`src/common/lhs_defs.svh`:
```
/*
 * Register offsets, field positions, reset values and widths of the
 * lead-off and core health status block.
 * Assumes inclusion by bare name from any file that needs them.
 */
`ifndef LHS_DEFS_SVH
`define LHS_DEFS_SVH

// ----------------------------------------
// Register indices; byte address is four times the index
// ----------------------------------------
`define LHS_IDX_CTRL     8'h01
`define LHS_IDX_LEADOFF  8'h1D
`define LHS_IDX_HEALTH   8'h1E
`define LHS_IDX_IRQSTAT  8'h30
`define LHS_IDX_IRQMASK  8'h31
`define LHS_ADDR_W       12
`define LHS_DATA_W       32
`define LHS_REG_W        24

// ----------------------------------------
// Field positions
// ----------------------------------------
`define LHS_CTRL_POWER_ENABLE_BIT   1
`define LHS_OVER_HI      23
`define LHS_OVER_LO      18
`define LHS_OVER_CE      13
`define LHS_UNDER_HI     12
`define LHS_UNDER_LO     7
`define LHS_UNDER_CE     2
`define LHS_H_INTERR     3
`define LHS_H_CFGBUSY    2
`define LHS_H_LOSTLOCK   1
`define LHS_H_LOCKED     0
`define LHS_IRQ_LEADOFF  0
`define LHS_IRQ_LOSTLOCK 1
`define LHS_IRQ_INTERR   2

// ----------------------------------------
// Widths and reset values
// ----------------------------------------
`define LHS_NUM_ELEC     7
`define LHS_SYNC_W       15
`define LHS_IRQ_W        3
`define LHS_REG_RST      24'h00_0000
`define LHS_IRQ_RST      3'h0
`define LHS_RDATA_RST    32'h0000_0000

`endif

```
`src/common/lhs_pkg.sv`:
```
/*
 * Types shared by the lead-off and core health status block.
 * Assumes nothing of its surroundings.
 */
package lhs_pkg;

	typedef enum logic [1:0] {
		LHS_PLL_OFF,
		LHS_PLL_WAIT,
		LHS_PLL_LOCKED
	} lhs_pll_state_t;

	typedef enum logic {
		LHS_CFG_BUSY,
		LHS_CFG_READY
	} lhs_cfg_t;

	typedef enum logic [2:0] {
		LHS_SEL_NONE,
		LHS_SEL_CTRL,
		LHS_SEL_LEADOFF,
		LHS_SEL_HEALTH,
		LHS_SEL_IRQSTAT,
		LHS_SEL_IRQMASK
	} lhs_sel_t;

endpackage

```
`src/common/lhs_lock_if.sv`:
```
/*
 * Carrier between the register block and the PLL lock monitor.
 * Assumes both ends run on mclk.
 */
`timescale 1ns/100ps
interface lhs_lock_if;
	logic lockLive;
	logic power_enable_bit;
	logic healthRead;
	logic lostLock;
	logic lossEvt;
	logic lockedNow;

	modport top (
		output lockLive,
		output power_enable_bit,
		output healthRead,
		input  lostLock,
		input  lossEvt,
		input  lockedNow
	);

	modport mon (
		input  lockLive,
		input  power_enable_bit,
		input  healthRead,
		output lostLock,
		output lossEvt,
		output lockedNow
	);
endinterface

```
`src/logic/lhs_sync.sv`:
```
/*
 * Two-flop synchroniser for the comparator and PLL lock levels.
 * Assumes the inputs are levels from outside the mclk domain.
 */
`timescale 1ns/100ps
`include "lhs_defs.svh"
module lhs_sync (
	input  wire logic                     mclk,
	input  wire logic                     nrst,
	input  wire logic [`LHS_SYNC_W-1:0]   din,
	output logic      [`LHS_SYNC_W-1:0]   dout
);
	logic [`LHS_SYNC_W-1:0] meta;

	// The first stage feeds the second stage only.
	always_ff @(posedge mclk or negedge nrst) begin
		if (!nrst) begin
			meta <= '0;
			dout <= '0;
		end else begin
			meta <= din;
			dout <= meta;
		end
	end
endmodule

```
`src/logic/lhs_pll_monitor.sv`:
```
/*
 * PLL lock monitor: tracks enable and lock, keeps the sticky lost-lock flag.
 * Assumes lockLive is already synchronised to mclk.
 */
`timescale 1ns/100ps
module lhs_pll_monitor (
	input  wire logic mclk,
	input  wire logic nrst,
	lhs_lock_if.mon   lk
);
	lhs_pkg::lhs_pll_state_t state;

	// ----------------------------------------
	// Lock tracking
	// ----------------------------------------
	always_ff @(posedge mclk or negedge nrst) begin
		if (!nrst) begin
			state <= lhs_pkg::LHS_PLL_OFF;
		end else if (!lk.power_enable_bit) begin
			state <= lhs_pkg::LHS_PLL_OFF;
		end else begin
			unique case (state)
				lhs_pkg::LHS_PLL_OFF:    state <= lhs_pkg::LHS_PLL_WAIT;
				lhs_pkg::LHS_PLL_WAIT:   if (lk.lockLive) state <= lhs_pkg::LHS_PLL_LOCKED;
				lhs_pkg::LHS_PLL_LOCKED: if (!lk.lockLive) state <= lhs_pkg::LHS_PLL_WAIT;
				default:                 state <= lhs_pkg::LHS_PLL_OFF;
			endcase
		end
	end

	// Loss counts only once the PLL was enabled and had locked.
	assign lk.lossEvt = lk.power_enable_bit && (state == lhs_pkg::LHS_PLL_LOCKED) && !lk.lockLive;

	// ----------------------------------------
	// Sticky flag; a loss in the clearing cycle wins
	// ----------------------------------------
	always_ff @(posedge mclk or negedge nrst) begin
		if (!nrst) begin
			lk.lostLock <= 1'b0;
		end else if (lk.lossEvt) begin
			lk.lostLock <= 1'b1;
		end else if (lk.healthRead || !lk.power_enable_bit) begin
			lk.lostLock <= 1'b0;
		end
	end

	assign lk.lockedNow = lk.lockLive;
endmodule

```
`src/logic/lhs_top.sv`:
```
/*
 * Lead-off comparator status and core health status registers with an
 * APB slave, interrupt status and mask, and the power enable control.
 * Assumes an APB master on mclk, comparator and PLL lock levels from
 * other domains, and coreFault as a same-domain level from the core.
 */
`timescale 1ns/100ps
`include "lhs_defs.svh"

module lhs_top (
	input  wire logic                          mclk,
	input  wire logic                          nrst,
	input  wire logic                          psel,
	input  wire logic                          penable,
	input  wire logic                          pwrite,
	input  wire logic [`LHS_ADDR_W-1:0]        paddr,
	input  wire logic [`LHS_DATA_W-1:0]        pwdata,
	input  wire logic [3:0]                    pstrb,
	output logic      [`LHS_DATA_W-1:0]        prdata,
	output logic                               pready,
	output logic                               pslverr,
	input  wire logic [`LHS_NUM_ELEC-1:0]      compOver,
	input  wire logic [`LHS_NUM_ELEC-1:0]      compUnder,
	input  wire logic                          pllLockIn,
	input  wire logic                          coreFault,
	output logic                               pllEnable,
	output logic                               irq
);

	// ----------------------------------------
	// Functions
	// ----------------------------------------

	// Byte address of a register index.
	function automatic logic [`LHS_ADDR_W-1:0] regAddr(input logic [7:0] idx);
		regAddr = {2'b00, idx, 2'b00};
	endfunction

	// Register select from a bus address.
	function automatic lhs_pkg::lhs_sel_t decode(input logic [`LHS_ADDR_W-1:0] a);
		if (a == regAddr(`LHS_IDX_CTRL)) begin
			decode = lhs_pkg::LHS_SEL_CTRL;
		end else if (a == regAddr(`LHS_IDX_LEADOFF)) begin
			decode = lhs_pkg::LHS_SEL_LEADOFF;
		end else if (a == regAddr(`LHS_IDX_HEALTH)) begin
			decode = lhs_pkg::LHS_SEL_HEALTH;
		end else if (a == regAddr(`LHS_IDX_IRQSTAT)) begin
			decode = lhs_pkg::LHS_SEL_IRQSTAT;
		end else if (a == regAddr(`LHS_IDX_IRQMASK)) begin
			decode = lhs_pkg::LHS_SEL_IRQMASK;
		end else begin
			decode = lhs_pkg::LHS_SEL_NONE;
		end
	endfunction

	// Write strobe of one register: a write access to it with the low byte enabled.
	function automatic logic wrHit(
		input logic              wr,
		input lhs_pkg::lhs_sel_t s,
		input lhs_pkg::lhs_sel_t target,
		input logic              lowByte
	);
		wrHit = wr && (s == target) && lowByte;
	endfunction

	// Places the comparator levels into the lead-off layout.
	// Index 6 is right leg drive, then left arm, left leg, right arm,
	// chest one, chest two; index 0 is the common electrode.
	function automatic logic [`LHS_REG_W-1:0] placeFlags(
		input logic [`LHS_NUM_ELEC-1:0] over,
		input logic [`LHS_NUM_ELEC-1:0] under
	);
		logic [`LHS_REG_W-1:0] v;
		v = `LHS_REG_RST;
		v[`LHS_OVER_HI:`LHS_OVER_LO]   = over[`LHS_NUM_ELEC-1:1];
		v[`LHS_OVER_CE]                = over[0];
		v[`LHS_UNDER_HI:`LHS_UNDER_LO] = under[`LHS_NUM_ELEC-1:1];
		v[`LHS_UNDER_CE]               = under[0];
		placeFlags = v;
	endfunction

	// ----------------------------------------
	// Declarations
	// ----------------------------------------
	logic [`LHS_SYNC_W-1:0]   syncIn;
	logic [`LHS_SYNC_W-1:0]   syncOut;
	logic [`LHS_NUM_ELEC-1:0] overSync;
	logic [`LHS_NUM_ELEC-1:0] underSync;
	logic                     lockSync;

	logic [`LHS_REG_W-1:0]    leadOff;
	logic [`LHS_REG_W-1:0]    next_leadOff;
	logic [`LHS_REG_W-1:0]    health;
	logic                     intErr;
	logic                     intErrPrev;
	lhs_pkg::lhs_cfg_t        cfgState;

	logic                     power_enable_bit;
	logic [`LHS_IRQ_W-1:0]    irqStatus;
	logic [`LHS_IRQ_W-1:0]    irqMask;
	logic [`LHS_IRQ_W-1:0]    irqEvents;

	lhs_pkg::lhs_sel_t        sel;
	logic                     setupPhase;
	logic                     accessPhase;
	logic                     wrAccess;
	logic                     rdAccess;
	logic [`LHS_DATA_W-1:0]   next_prdata;

	lhs_lock_if               lockBus ();

	// ----------------------------------------
	// Synchronisers
	// ----------------------------------------

	// Comparators and the lock detector run off the analog side, so their
	// levels are resynchronised before any flag or state looks at them.
	assign syncIn = {compOver, compUnder, pllLockIn};

	lhs_sync u_sync (
		.mclk (mclk),
		.nrst (nrst),
		.din  (syncIn),
		.dout (syncOut)
	);

	assign overSync  = syncOut[`LHS_SYNC_W-1 -: `LHS_NUM_ELEC];
	assign underSync = syncOut[`LHS_NUM_ELEC:1];
	assign lockSync  = syncOut[0];

	// ----------------------------------------
	// Lead-off status
	// ----------------------------------------

	// Flags follow the comparators level for level, so a flag drops back
	// to 0 as soon as its electrode returns to the normal side.
	assign next_leadOff = placeFlags(overSync, underSync);

	always_ff @(posedge mclk or negedge nrst) begin
		if (!nrst) begin
			leadOff <= `LHS_REG_RST;
		end else begin
			leadOff <= next_leadOff;
		end
	end

	// ----------------------------------------
	// PLL lock monitor
	// ----------------------------------------
	assign lockBus.lockLive   = lockSync;
	assign lockBus.power_enable_bit      = power_enable_bit;

	// Clear only a lost-lock that the read actually returned; a loss that
	// lands between setup and access is kept for the next read.
	assign lockBus.healthRead = rdAccess && (sel == lhs_pkg::LHS_SEL_HEALTH)
	                            && prdata[`LHS_H_LOSTLOCK];

	lhs_pll_monitor u_pll_mon (
		.mclk (mclk),
		.nrst (nrst),
		.lk   (lockBus)
	);

	assign pllEnable = power_enable_bit;

	// ----------------------------------------
	// Internal error
	// ----------------------------------------

	// Sticky until reset: software has no documented way to clear it.
	always_ff @(posedge mclk or negedge nrst) begin
		if (!nrst) begin
			intErr <= 1'b0;
		end else if (coreFault) begin
			intErr <= 1'b1;
		end
	end

	// The delayed copy turns the sticky flag into a single event for the
	// interrupt status, so a held fault does not keep re-raising it.
	always_ff @(posedge mclk or negedge nrst) begin
		if (!nrst) begin
			intErrPrev <= 1'b0;
		end else begin
			intErrPrev <= intErr;
		end
	end

	// ----------------------------------------
	// Configuration status
	// ----------------------------------------

	// Any write to the control register applies the configuration.
	always_ff @(posedge mclk or negedge nrst) begin
		if (!nrst) begin
			cfgState <= lhs_pkg::LHS_CFG_BUSY;
		end else begin
			unique case (cfgState)
				lhs_pkg::LHS_CFG_BUSY: begin
					if (wrAccess && sel == lhs_pkg::LHS_SEL_CTRL) begin
						cfgState <= lhs_pkg::LHS_CFG_READY;
					end
				end
				lhs_pkg::LHS_CFG_READY: begin
					cfgState <= lhs_pkg::LHS_CFG_READY;
				end
			endcase
		end
	end

	// ----------------------------------------
	// Health register
	// ----------------------------------------
	always_comb begin
		// Bits above the four health flags are reserved and read 0.
		health                   = `LHS_REG_RST;
		health[`LHS_H_INTERR]    = intErr;
		health[`LHS_H_CFGBUSY]   = (cfgState == lhs_pkg::LHS_CFG_BUSY);
		health[`LHS_H_LOSTLOCK]  = lockBus.lostLock;
		health[`LHS_H_LOCKED]    = lockBus.lockedNow;
	end

	// ----------------------------------------
	// Control register
	// ----------------------------------------

	// Only the low byte holds control bits, so the other strobes are ignored.
	always_ff @(posedge mclk or negedge nrst) begin
		if (!nrst) begin
			power_enable_bit <= 1'b0;
		end else if (wrHit(wrAccess, sel, lhs_pkg::LHS_SEL_CTRL, pstrb[0])) begin
			power_enable_bit <= pwdata[`LHS_CTRL_POWER_ENABLE_BIT];
		end
	end

	// ----------------------------------------
	// Interrupts
	// ----------------------------------------

	// Events: a lead-off flag newly raised, lock lost, internal error raised.
	always_comb begin
		irqEvents                    = `LHS_IRQ_RST;
		irqEvents[`LHS_IRQ_LEADOFF]  = |(next_leadOff & ~leadOff);
		irqEvents[`LHS_IRQ_LOSTLOCK] = lockBus.lossEvt;
		irqEvents[`LHS_IRQ_INTERR]   = intErr && !intErrPrev;
	end

	// Write one to clear; an event in the same cycle wins over the clear.
	always_ff @(posedge mclk or negedge nrst) begin
		if (!nrst) begin
			irqStatus <= `LHS_IRQ_RST;
		end else if (wrHit(wrAccess, sel, lhs_pkg::LHS_SEL_IRQSTAT, pstrb[0])) begin
			irqStatus <= (irqStatus & ~pwdata[`LHS_IRQ_W-1:0]) | irqEvents;
		end else begin
			irqStatus <= irqStatus | irqEvents;
		end
	end

	always_ff @(posedge mclk or negedge nrst) begin
		if (!nrst) begin
			irqMask <= `LHS_IRQ_RST;
		end else if (wrHit(wrAccess, sel, lhs_pkg::LHS_SEL_IRQMASK, pstrb[0])) begin
			irqMask <= pwdata[`LHS_IRQ_W-1:0];
		end
	end

	// The output is registered so that it cannot glitch while status and
	// mask settle; the price is one edge of latency after a clear or a mask write.
	always_ff @(posedge mclk or negedge nrst) begin
		if (!nrst) begin
			irq <= 1'b0;
		end else begin
			irq <= |((irqStatus | irqEvents) & irqMask);
		end
	end

	// ----------------------------------------
	// APB slave
	// ----------------------------------------

	// Zero wait states: read data is captured in the setup cycle so that
	// it comes from a flip-flop during the access cycle.
	assign sel         = decode(paddr);
	assign setupPhase  = psel && !penable;
	assign accessPhase = psel && penable;
	assign wrAccess    = accessPhase && pwrite;
	assign rdAccess    = accessPhase && !pwrite;
	assign pready      = 1'b1;

	// The health word is returned only on an explicit read of its address.
	always_comb begin
		next_prdata = `LHS_RDATA_RST;
		unique case (sel)
			lhs_pkg::LHS_SEL_CTRL: begin
				next_prdata[`LHS_CTRL_POWER_ENABLE_BIT] = power_enable_bit;
			end
			lhs_pkg::LHS_SEL_LEADOFF: begin
				next_prdata[`LHS_REG_W-1:0] = leadOff;
			end
			lhs_pkg::LHS_SEL_HEALTH: begin
				next_prdata[`LHS_REG_W-1:0] = health;
			end
			lhs_pkg::LHS_SEL_IRQSTAT: begin
				next_prdata[`LHS_IRQ_W-1:0] = irqStatus;
			end
			lhs_pkg::LHS_SEL_IRQMASK: begin
				next_prdata[`LHS_IRQ_W-1:0] = irqMask;
			end
			lhs_pkg::LHS_SEL_NONE: begin
				next_prdata = `LHS_RDATA_RST;
			end
		endcase
	end

	always_ff @(posedge mclk or negedge nrst) begin
		if (!nrst) begin
			prdata <= `LHS_RDATA_RST;
		end else if (setupPhase && !pwrite) begin
			prdata <= next_prdata;
		end
	end

	// Unmapped addresses answer with an error; writes to the read-only
	// status words are ignored without one.
	always_ff @(posedge mclk or negedge nrst) begin
		if (!nrst) begin
			pslverr <= 1'b0;
		end else if (setupPhase) begin
			pslverr <= (sel == lhs_pkg::LHS_SEL_NONE);
		end else if (!psel) begin
			pslverr <= 1'b0;
		end
	end

endmodule

```
`config.mk`:
```
export PLATFORM = sky130hd
export DESIGN_NAME = lhs_top
export DESIGN_NICKNAME = d
export VERILOG_FILES = /design/src/common/lhs_pkg.sv /design/src/common/lhs_lock_if.sv /design/src/logic/lhs_sync.sv /design/src/logic/lhs_pll_monitor.sv /design/src/logic/lhs_top.sv
export VERILOG_INCLUDE_DIRS = /design/src /design/src/common
export SDC_FILE = /design/constraint.sdc
export NUM_CORES = 1
export LEC_CHECK = 0
export BUFFER_PORTS_ARGS = -buffer_cell sky130_fd_sc_hd__buf_2
export CAP_MARGIN = 15
export CORE_AREA = 5 5 93 95
export CTS_CLUSTER_DIAMETER = 150
export DETAILED_ROUTE_END_ITERATION = 7
export DIE_AREA = 0 0 98 100
export GPL_TIMING_DRIVEN = 0
export PLACE_DENSITY_LB_ADDON = 0.12
export SYNTH_ARGS = -nofsm -noshare
export SYNTH_HDL_FRONTEND = slang
export SYNTH_HIERARCHICAL = 1
export SYNTH_SLANG_ARGS = --single-unit
```
`constraint.sdc`:
```
create_clock -name mclk -period 2.9 [get_ports mclk]
set_input_delay 0.29 -clock mclk [delete_from_list [all_inputs] [get_ports mclk]]
set_output_delay 0.29 -clock mclk [all_outputs]
set_load 0.05 [all_outputs]
```
==> impl_metrics.ini, run 1 <==
[run_status]
outcome = finished, final reports clean

[logic_synthesis]
async_flop_share = 1.000
synth_edf_count = 0
synth_cell_types = 44
synthMuxAreaShare = 0.01597
syn_inst = 213
synth.cell_area_um2 = 2820
yosysTopAreaCell = dfrtp_1
synth-simple-area-share = 0.1220
synthFlopType = dfrtp_1
synth_top_family_by_area = simple AND/OR/NAND/NOR gates
yosys-top-cells-area = dfrtp_1 67%, buf_4 4.5%, a22o_2 3.5%
yosysTopAreaCellShare = 0.6744
yosysWarnings = 6
synth_compound_area_frac = 0.1136
synth_xor_area_frac = 0.006211
synth_fa_ha_area_frac = 0
synth_seq_area_share = 0.6744
synth-seq-cells = 76
avgSynthCellArea_um2 = 13.24

[pwr]
irDropWorstVdd_mv = 0.2690
seqPwrFrac = 0.510
internal_power_mw = 1.661
p_clk_frac = 0.411
combPwrFrac = 0.080
switchingPower_mw = 0.5151
swShare = 0.2367
p_leak_nw = 1.754
p_total_mw = 2.176
power.density_nw_per_um2 = 613.7

[timing]
worstMarginPinSlew_ps = 623.3
period_needed_ps = 2077
fmax_mhz = 481.4
clock_skew_ps = 10.77
holdWs_ps = 44.99
slew_headroom = 0.5737
setup_tns_ps = 0
rsz0062_at_grt = no
post-route-period-util = 0.7163
setup_viol_count_final = 0
hold_violations = 0
report.final.slew_viol_count = 0
finalWorstSetupSlack_ps = 822.9

[layout]
nFillCells = 727
final_common_cell = dfrtp_1
area_delta_synth_final_pct = 25.73
utilization = 0.4637
mostFrequentLayoutCells = 76 x dfrtp_1, 55 x buf_2, 18 x buf_4, 16 x conb_1, 11 x nand2_1
diodes = 0
fin_cells = 403
final_layout_size_suffix_gt1_frac = 0.3688
nets = 365
design_area_um2 = 3546

[die]
dieWidth_um = 98
die_h_um = 100
initial_core_util = 0.3688
rows = 32
coreArea_um2 = 7647
fp.dieArea_um2 = 9800
ioPinCount = 105

[setup_path]
rrSetupSlack_ps = 820
crit_path_start_kind = register
crit_type = reg -> reg
reg2reg_depth = 5
crit_fanout = 2
cp_data_arrival_time_ps = 2290
cp-end-kind = register
required_ps = 3120

[clocking]
clock_latency_ps = 340
cts_tree = yes
post-cts-setup-buffers = 0
clk_pin_slew_ps = 80
clock-sinks = 76
cts_root_buffer = clkbuf_8
cts_max_level = 3
cts_buffers = 9
cts_max_path_buffers = 2

[grt]
grt.total_usage = 0.1208
grt_max_degree = 51
grt.overflow.total = 0
grt_pass1_wl_um = 8963
grt_pass1_vias = 1756
antenna_found_initial = 0

[placed_design]
hpwl_um = 4030
pre_cts_ws_ps = 737.4
gp_congestion = 0.8185
place_area_um2 = 3311
io_buffers = 56
dpl.cell_count = 386

[worst_hold_path]
holdPathStages = 1
hp-class = in -> reg

[route]
wl_per_cell_um = 13.84
avgViaCountPerCell = 4.568
ant_nets = 0
vias = 1841
dr.pass1.iters = 4
drc = 0
wl_um = 5576
drt_iter0_drc = 104

[job]
maxCapViolCount = 0
==> timing repair <==
item / 4_1_cts / 5_1_grt
hold buffers: 1 / 0
setup endpoints to repair: 0 / 0
gates resized for setup: 0 / 0
hold endpoints to repair: 26 / 0
==> power groups by stage <==
| stage | clock, mW | combinational (mW) | sequential, mW |
|---|---|---|---|
| after floorplan | 0 | 0.0923 | 1.14 |
| final | 0.893 | 0.173 | 1.11 |
| after CTS | 0.927 | 0.175 | 1.11 |
| after global routing | 0.978 | 0.191 | 1.11 |
| after detailed placement | 0 | 0.173 | 1.13 |
| after global placement | 0 | 0.167 | 1.13 |
==> area by class of cell <==
class / count / area (µm²) / area share
Tap cell: 102 / 127.6 / 0.03599
Buffer: 21 / 150.1 / 0.04234
Timing Repair Buffer: 58 / 320.3 / 0.09033
Inverter: 9 / 33.78 / 0.009527
Clock buffer: 11 / 141.4 / 0.03987
Multi-Input combinational cell: 121 / 787.0 / 0.2219
Clock inverter: 5 / 83.83 / 0.02364
Sequential cell: 76 / 1902 / 0.5363
==> critical path: stages (launching register included) <==
cell       delay [ps]
dfrtp_1           380
nor2b_1           120
a2111oi_0         580
o221ai_1          320
o41ai_1           410
nand3_1           140
==> synthesized netlist by cell type, types with 3 or more instances <==
cell type	count
clkbuf_1	3
dfrtp_1	76
a22o_2	10
nor4_1	4
a21oi_1	7
mux2_2	4
nor2b_1	7
inv_1	9
a21o_1	3
o21ai_0	4
nor3_1	3
o221ai_1	3
buf_4	17
nor2_1	8
a221oi_1	3
nand2_1	11
nand3_1	5
a22o_1	3
==> flip-flops by register name, summed over array words and instances, names as in the netlist <==
register / count
u_pll_mon/state: 2
u_pll_mon/lk.lostLock: 1
leadOff: 14
prdata: 17
intErr: 1
cfgState: 1
pllEnable: 1
u_sync/meta: 15
irq: 1
u_sync/dout: 15
pslverr: 1
irqStatus: 3
intErrPrev: 1
irqMask: 3
==> final timing paths <==
check / from / endpoint
max reg2reg: u_sync/dout[12]$_DFF_PN0_ / irq$_DFF_PN0_
min: compOver[2] / u_sync/meta[10]$_DFF_PN0_
max in group asynchronous: nrst / prdata[3]$_DFFE_PN0P_
max: u_sync/dout[12]$_DFF_PN0_ / irq$_DFF_PN0_
min reg2reg: u_sync/meta[9]$_DFF_PN0_ / u_sync/dout[9]$_DFF_PN0_
min in group asynchronous: nrst / u_sync/meta[8]$_DFF_PN0_
==> cells by family after synthesis <==
group,count (synthesis)
flip-flops,76
AND/OR/NAND/NOR,58
AO/OA/AOI/OAI,41
buffers and inverters,30
multiplexers,4
XOR/XNOR,2
other,2
==> layer usage <==
layer | vias to the layer above | global-route usage | share of wire
met4 | 0 | 0.05112 | 0.014
met3 | 11 | 0.06115 | 0.089
li1 | 891 | - | -
met5 | - | 0 | 0
met2 | 74 | 0.1712 | 0.46
met1 | 865 | 0.1561 | 0.44
(Power assumes the default switching activity.)
==> run 2, diff against run 1 <==
Clock period 2.9 ns to 2 ns, I/O delays scaled along.
==> run 2 against run 1 <==
  * Clock skew hardly changed
  * Setup slack worse by 660 ps
  * Non-clock buffer count is 15 higher
  * Critical path type unchanged
  * Largest cell class unchanged
  * Highest routed layer unchanged
==> impl_metrics.ini, run 2 (same netlist as run 1, synthesis figures left out) <==
[run_status]
outcome = finished, final reports clean

[timing]
worstMarginPinSlew_ps = 600.1
holdWs_ps = 40.79
period_needed_ps = 1841
setup_tns_ps = 0
setup_viol_count_final = 0
rsz0062_at_grt = no
hold_violations = 0
clock_skew_ps = 10.55
report.final.slew_viol_count = 0
post-route-period-util = 0.9205
fmax_mhz = 543.2
slew_headroom = 0.5962

[clocking]
cts_root_buffer = clkbuf_8
clock-sinks = 76
cts_max_level = 3
cts_buffers = 9
clk_pin_slew_ps = 80
cts_max_path_buffers = 2
clock_latency_ps = 340
cts_tree = yes

[pwr]
internal_power_mw = 2.429
swShare = 0.2360
irDropWorstVdd_mv = 0.3967
combPwrFrac = 0.087
p_leak_nw = 1.818
switchingPower_mw = 0.7500
p_total_mw = 3.179
power.density_nw_per_um2 = 856.8
p_clk_frac = 0.407
seqPwrFrac = 0.506

[layout]
regMostFlops = prdata
diodes = 0
area_delta_synth_final_pct = 31.54
largest_reg_flops = 17
mostFrequentLayoutCells = 76 x dfrtp_1, 55 x buf_2, 18 x buf_4, 16 x conb_1, 16 x dlygate4sd3_1
design_area_um2 = 3710
reg_top3 = prdata (17), u_sync/dout (15), u_sync/meta (15)
final_common_cell = dfrtp_1
final_layout_size_suffix_gt1_frac = 0.3576
nets = 380

[grt]
grt_max_degree = 51
grt_pass1_wl_um = 9225
antenna_found_initial = 0
grt_pass1_vias = 1822
grt.overflow.total = 0
grt.total_usage = 0.1236

[setup_path]
crit_family = compound AO/OA/AOI/OAI gates
crit_path_start_kind = register
required_ps = 2240
cp-end-kind = register
critical_path.max_stage_delay_ps = 430
crit_buf_inv = 0
crit_path_cell_trace = nor2b_1, a2111oi_2, o221ai_1, or3_1, a21o_1
crit_type = reg -> reg
cp_data_arrival_time_ps = 2080
crit_fanout = 2
crit_path_top_delay_cell = a2111oi_2

[placed_design]
io_buffers = 56
gp_congestion = 0.8185
place_area_um2 = 3311
hpwl_um = 4030

[die]
rows = 32
ioPinCount = 105
die_h_um = 100
coreArea_um2 = 7647
initial_core_util = 0.3688
dieWidth_um = 98
fp.dieArea_um2 = 9800

[route]
drc = 0
ant_nets = 0
avgViaCountPerCell = 4.488
vias = 1876
drt_iter0_drc = 105
dr.pass1.iters = 4
wl_um = 5693
wl_per_cell_um = 13.62

[job]
maxCapViolCount = 0

[worst_hold_path]
hp-class = in -> reg
==> run 2: cell count changes in the layout (fill, tap and decap cells not counted) <==
cell,change
a2111oi_0,-1
o41ai_2,+1
o41ai_1,-1
a2111oi_2,+1
dlygate4sd3_1,+15
==> run 2: worst paths after layout <==
path                                                  to  cells after the start  slack [ps]                 startpoint
worst max-delay path              irqStatus[0]$_DFF_PN0_                      5         160  u_sync/dout[12]$_DFF_PN0_
worst min-delay path                  intErr$_DFFE_PN0P_                      2          40                  coreFault
worst max register to register    irqStatus[0]$_DFF_PN0_                      5         160  u_sync/dout[12]$_DFF_PN0_
worst min register to register  u_sync/dout[9]$_DFF_PN0_                      0         350   u_sync/meta[9]$_DFF_PN0_
max in group asynchronous          prdata[3]$_DFFE_PN0P_                      3        1130                       nrst
min in group asynchronous       u_sync/meta[8]$_DFF_PN0_                      2         310                       nrst
==> run 2: metrics by stage <==
stage | setup slack, ps | utilization | instances
2_1_floorplan | 345.0 | - | 227
3_3_place_gp | -25.99 | 0.4290 | 385
3_5_place_dp | -72.63 | 0.4329 | 386
4_1_cts | 37.48 | 0.4845 | 418
5_1_grt | 55.72 | 0.4851 | 418
6_report | 159.0 | 0.4851 | 418
==> run 2: power groups by stage <==
stage	logic [mW]	registers [mW]	clock network, mW
3_3_place_gp	0.242	1.64	0
3_5_place_dp	0.251	1.64	0
6_report	0.277	1.61	1.29
5_1_grt	0.305	1.62	1.42
4_1_cts	0.277	1.61	1.34
2_1_floorplan	0.134	1.65	0
==> run 2: routing by layer <==
metal / part of all wire / vias to the layer above / track usage / routed length (µm)
met4: 0.014 / 0 / 0.05112 / 78
met3: 0.079 / 8 / 0.06115 / 447
met1: 0.45 / 884 / 0.1597 / 2554
met2: 0.46 / 60 / 0.1770 / 2612
li1: - / 924 / - / -
met5: 0 / - / 0 / 0
==> run 2: final cells by class <==
type | instances | area [µm²]
flip-flops and latches | 76 | 1902
clock inverters | 5 | 83.83
fillers | 710 | 3938
repair buffers | 73 | 470.5
clock buffers | 11 | 141.4
well taps | 102 | 127.6
multi-input cells | 121 | 800.8
plain buffers | 21 | 150.1
inverters | 9 | 33.78
==> run 2: what timing repair did <==
item                                    4_1_cts  5_1_grt
hold buffers                                 16        0
endpoints found under the setup margin        2        2
hold endpoints to repair                     41        0
resized for setup                             2        1
buffers inserted                              0        0
pin swaps                                     0        0
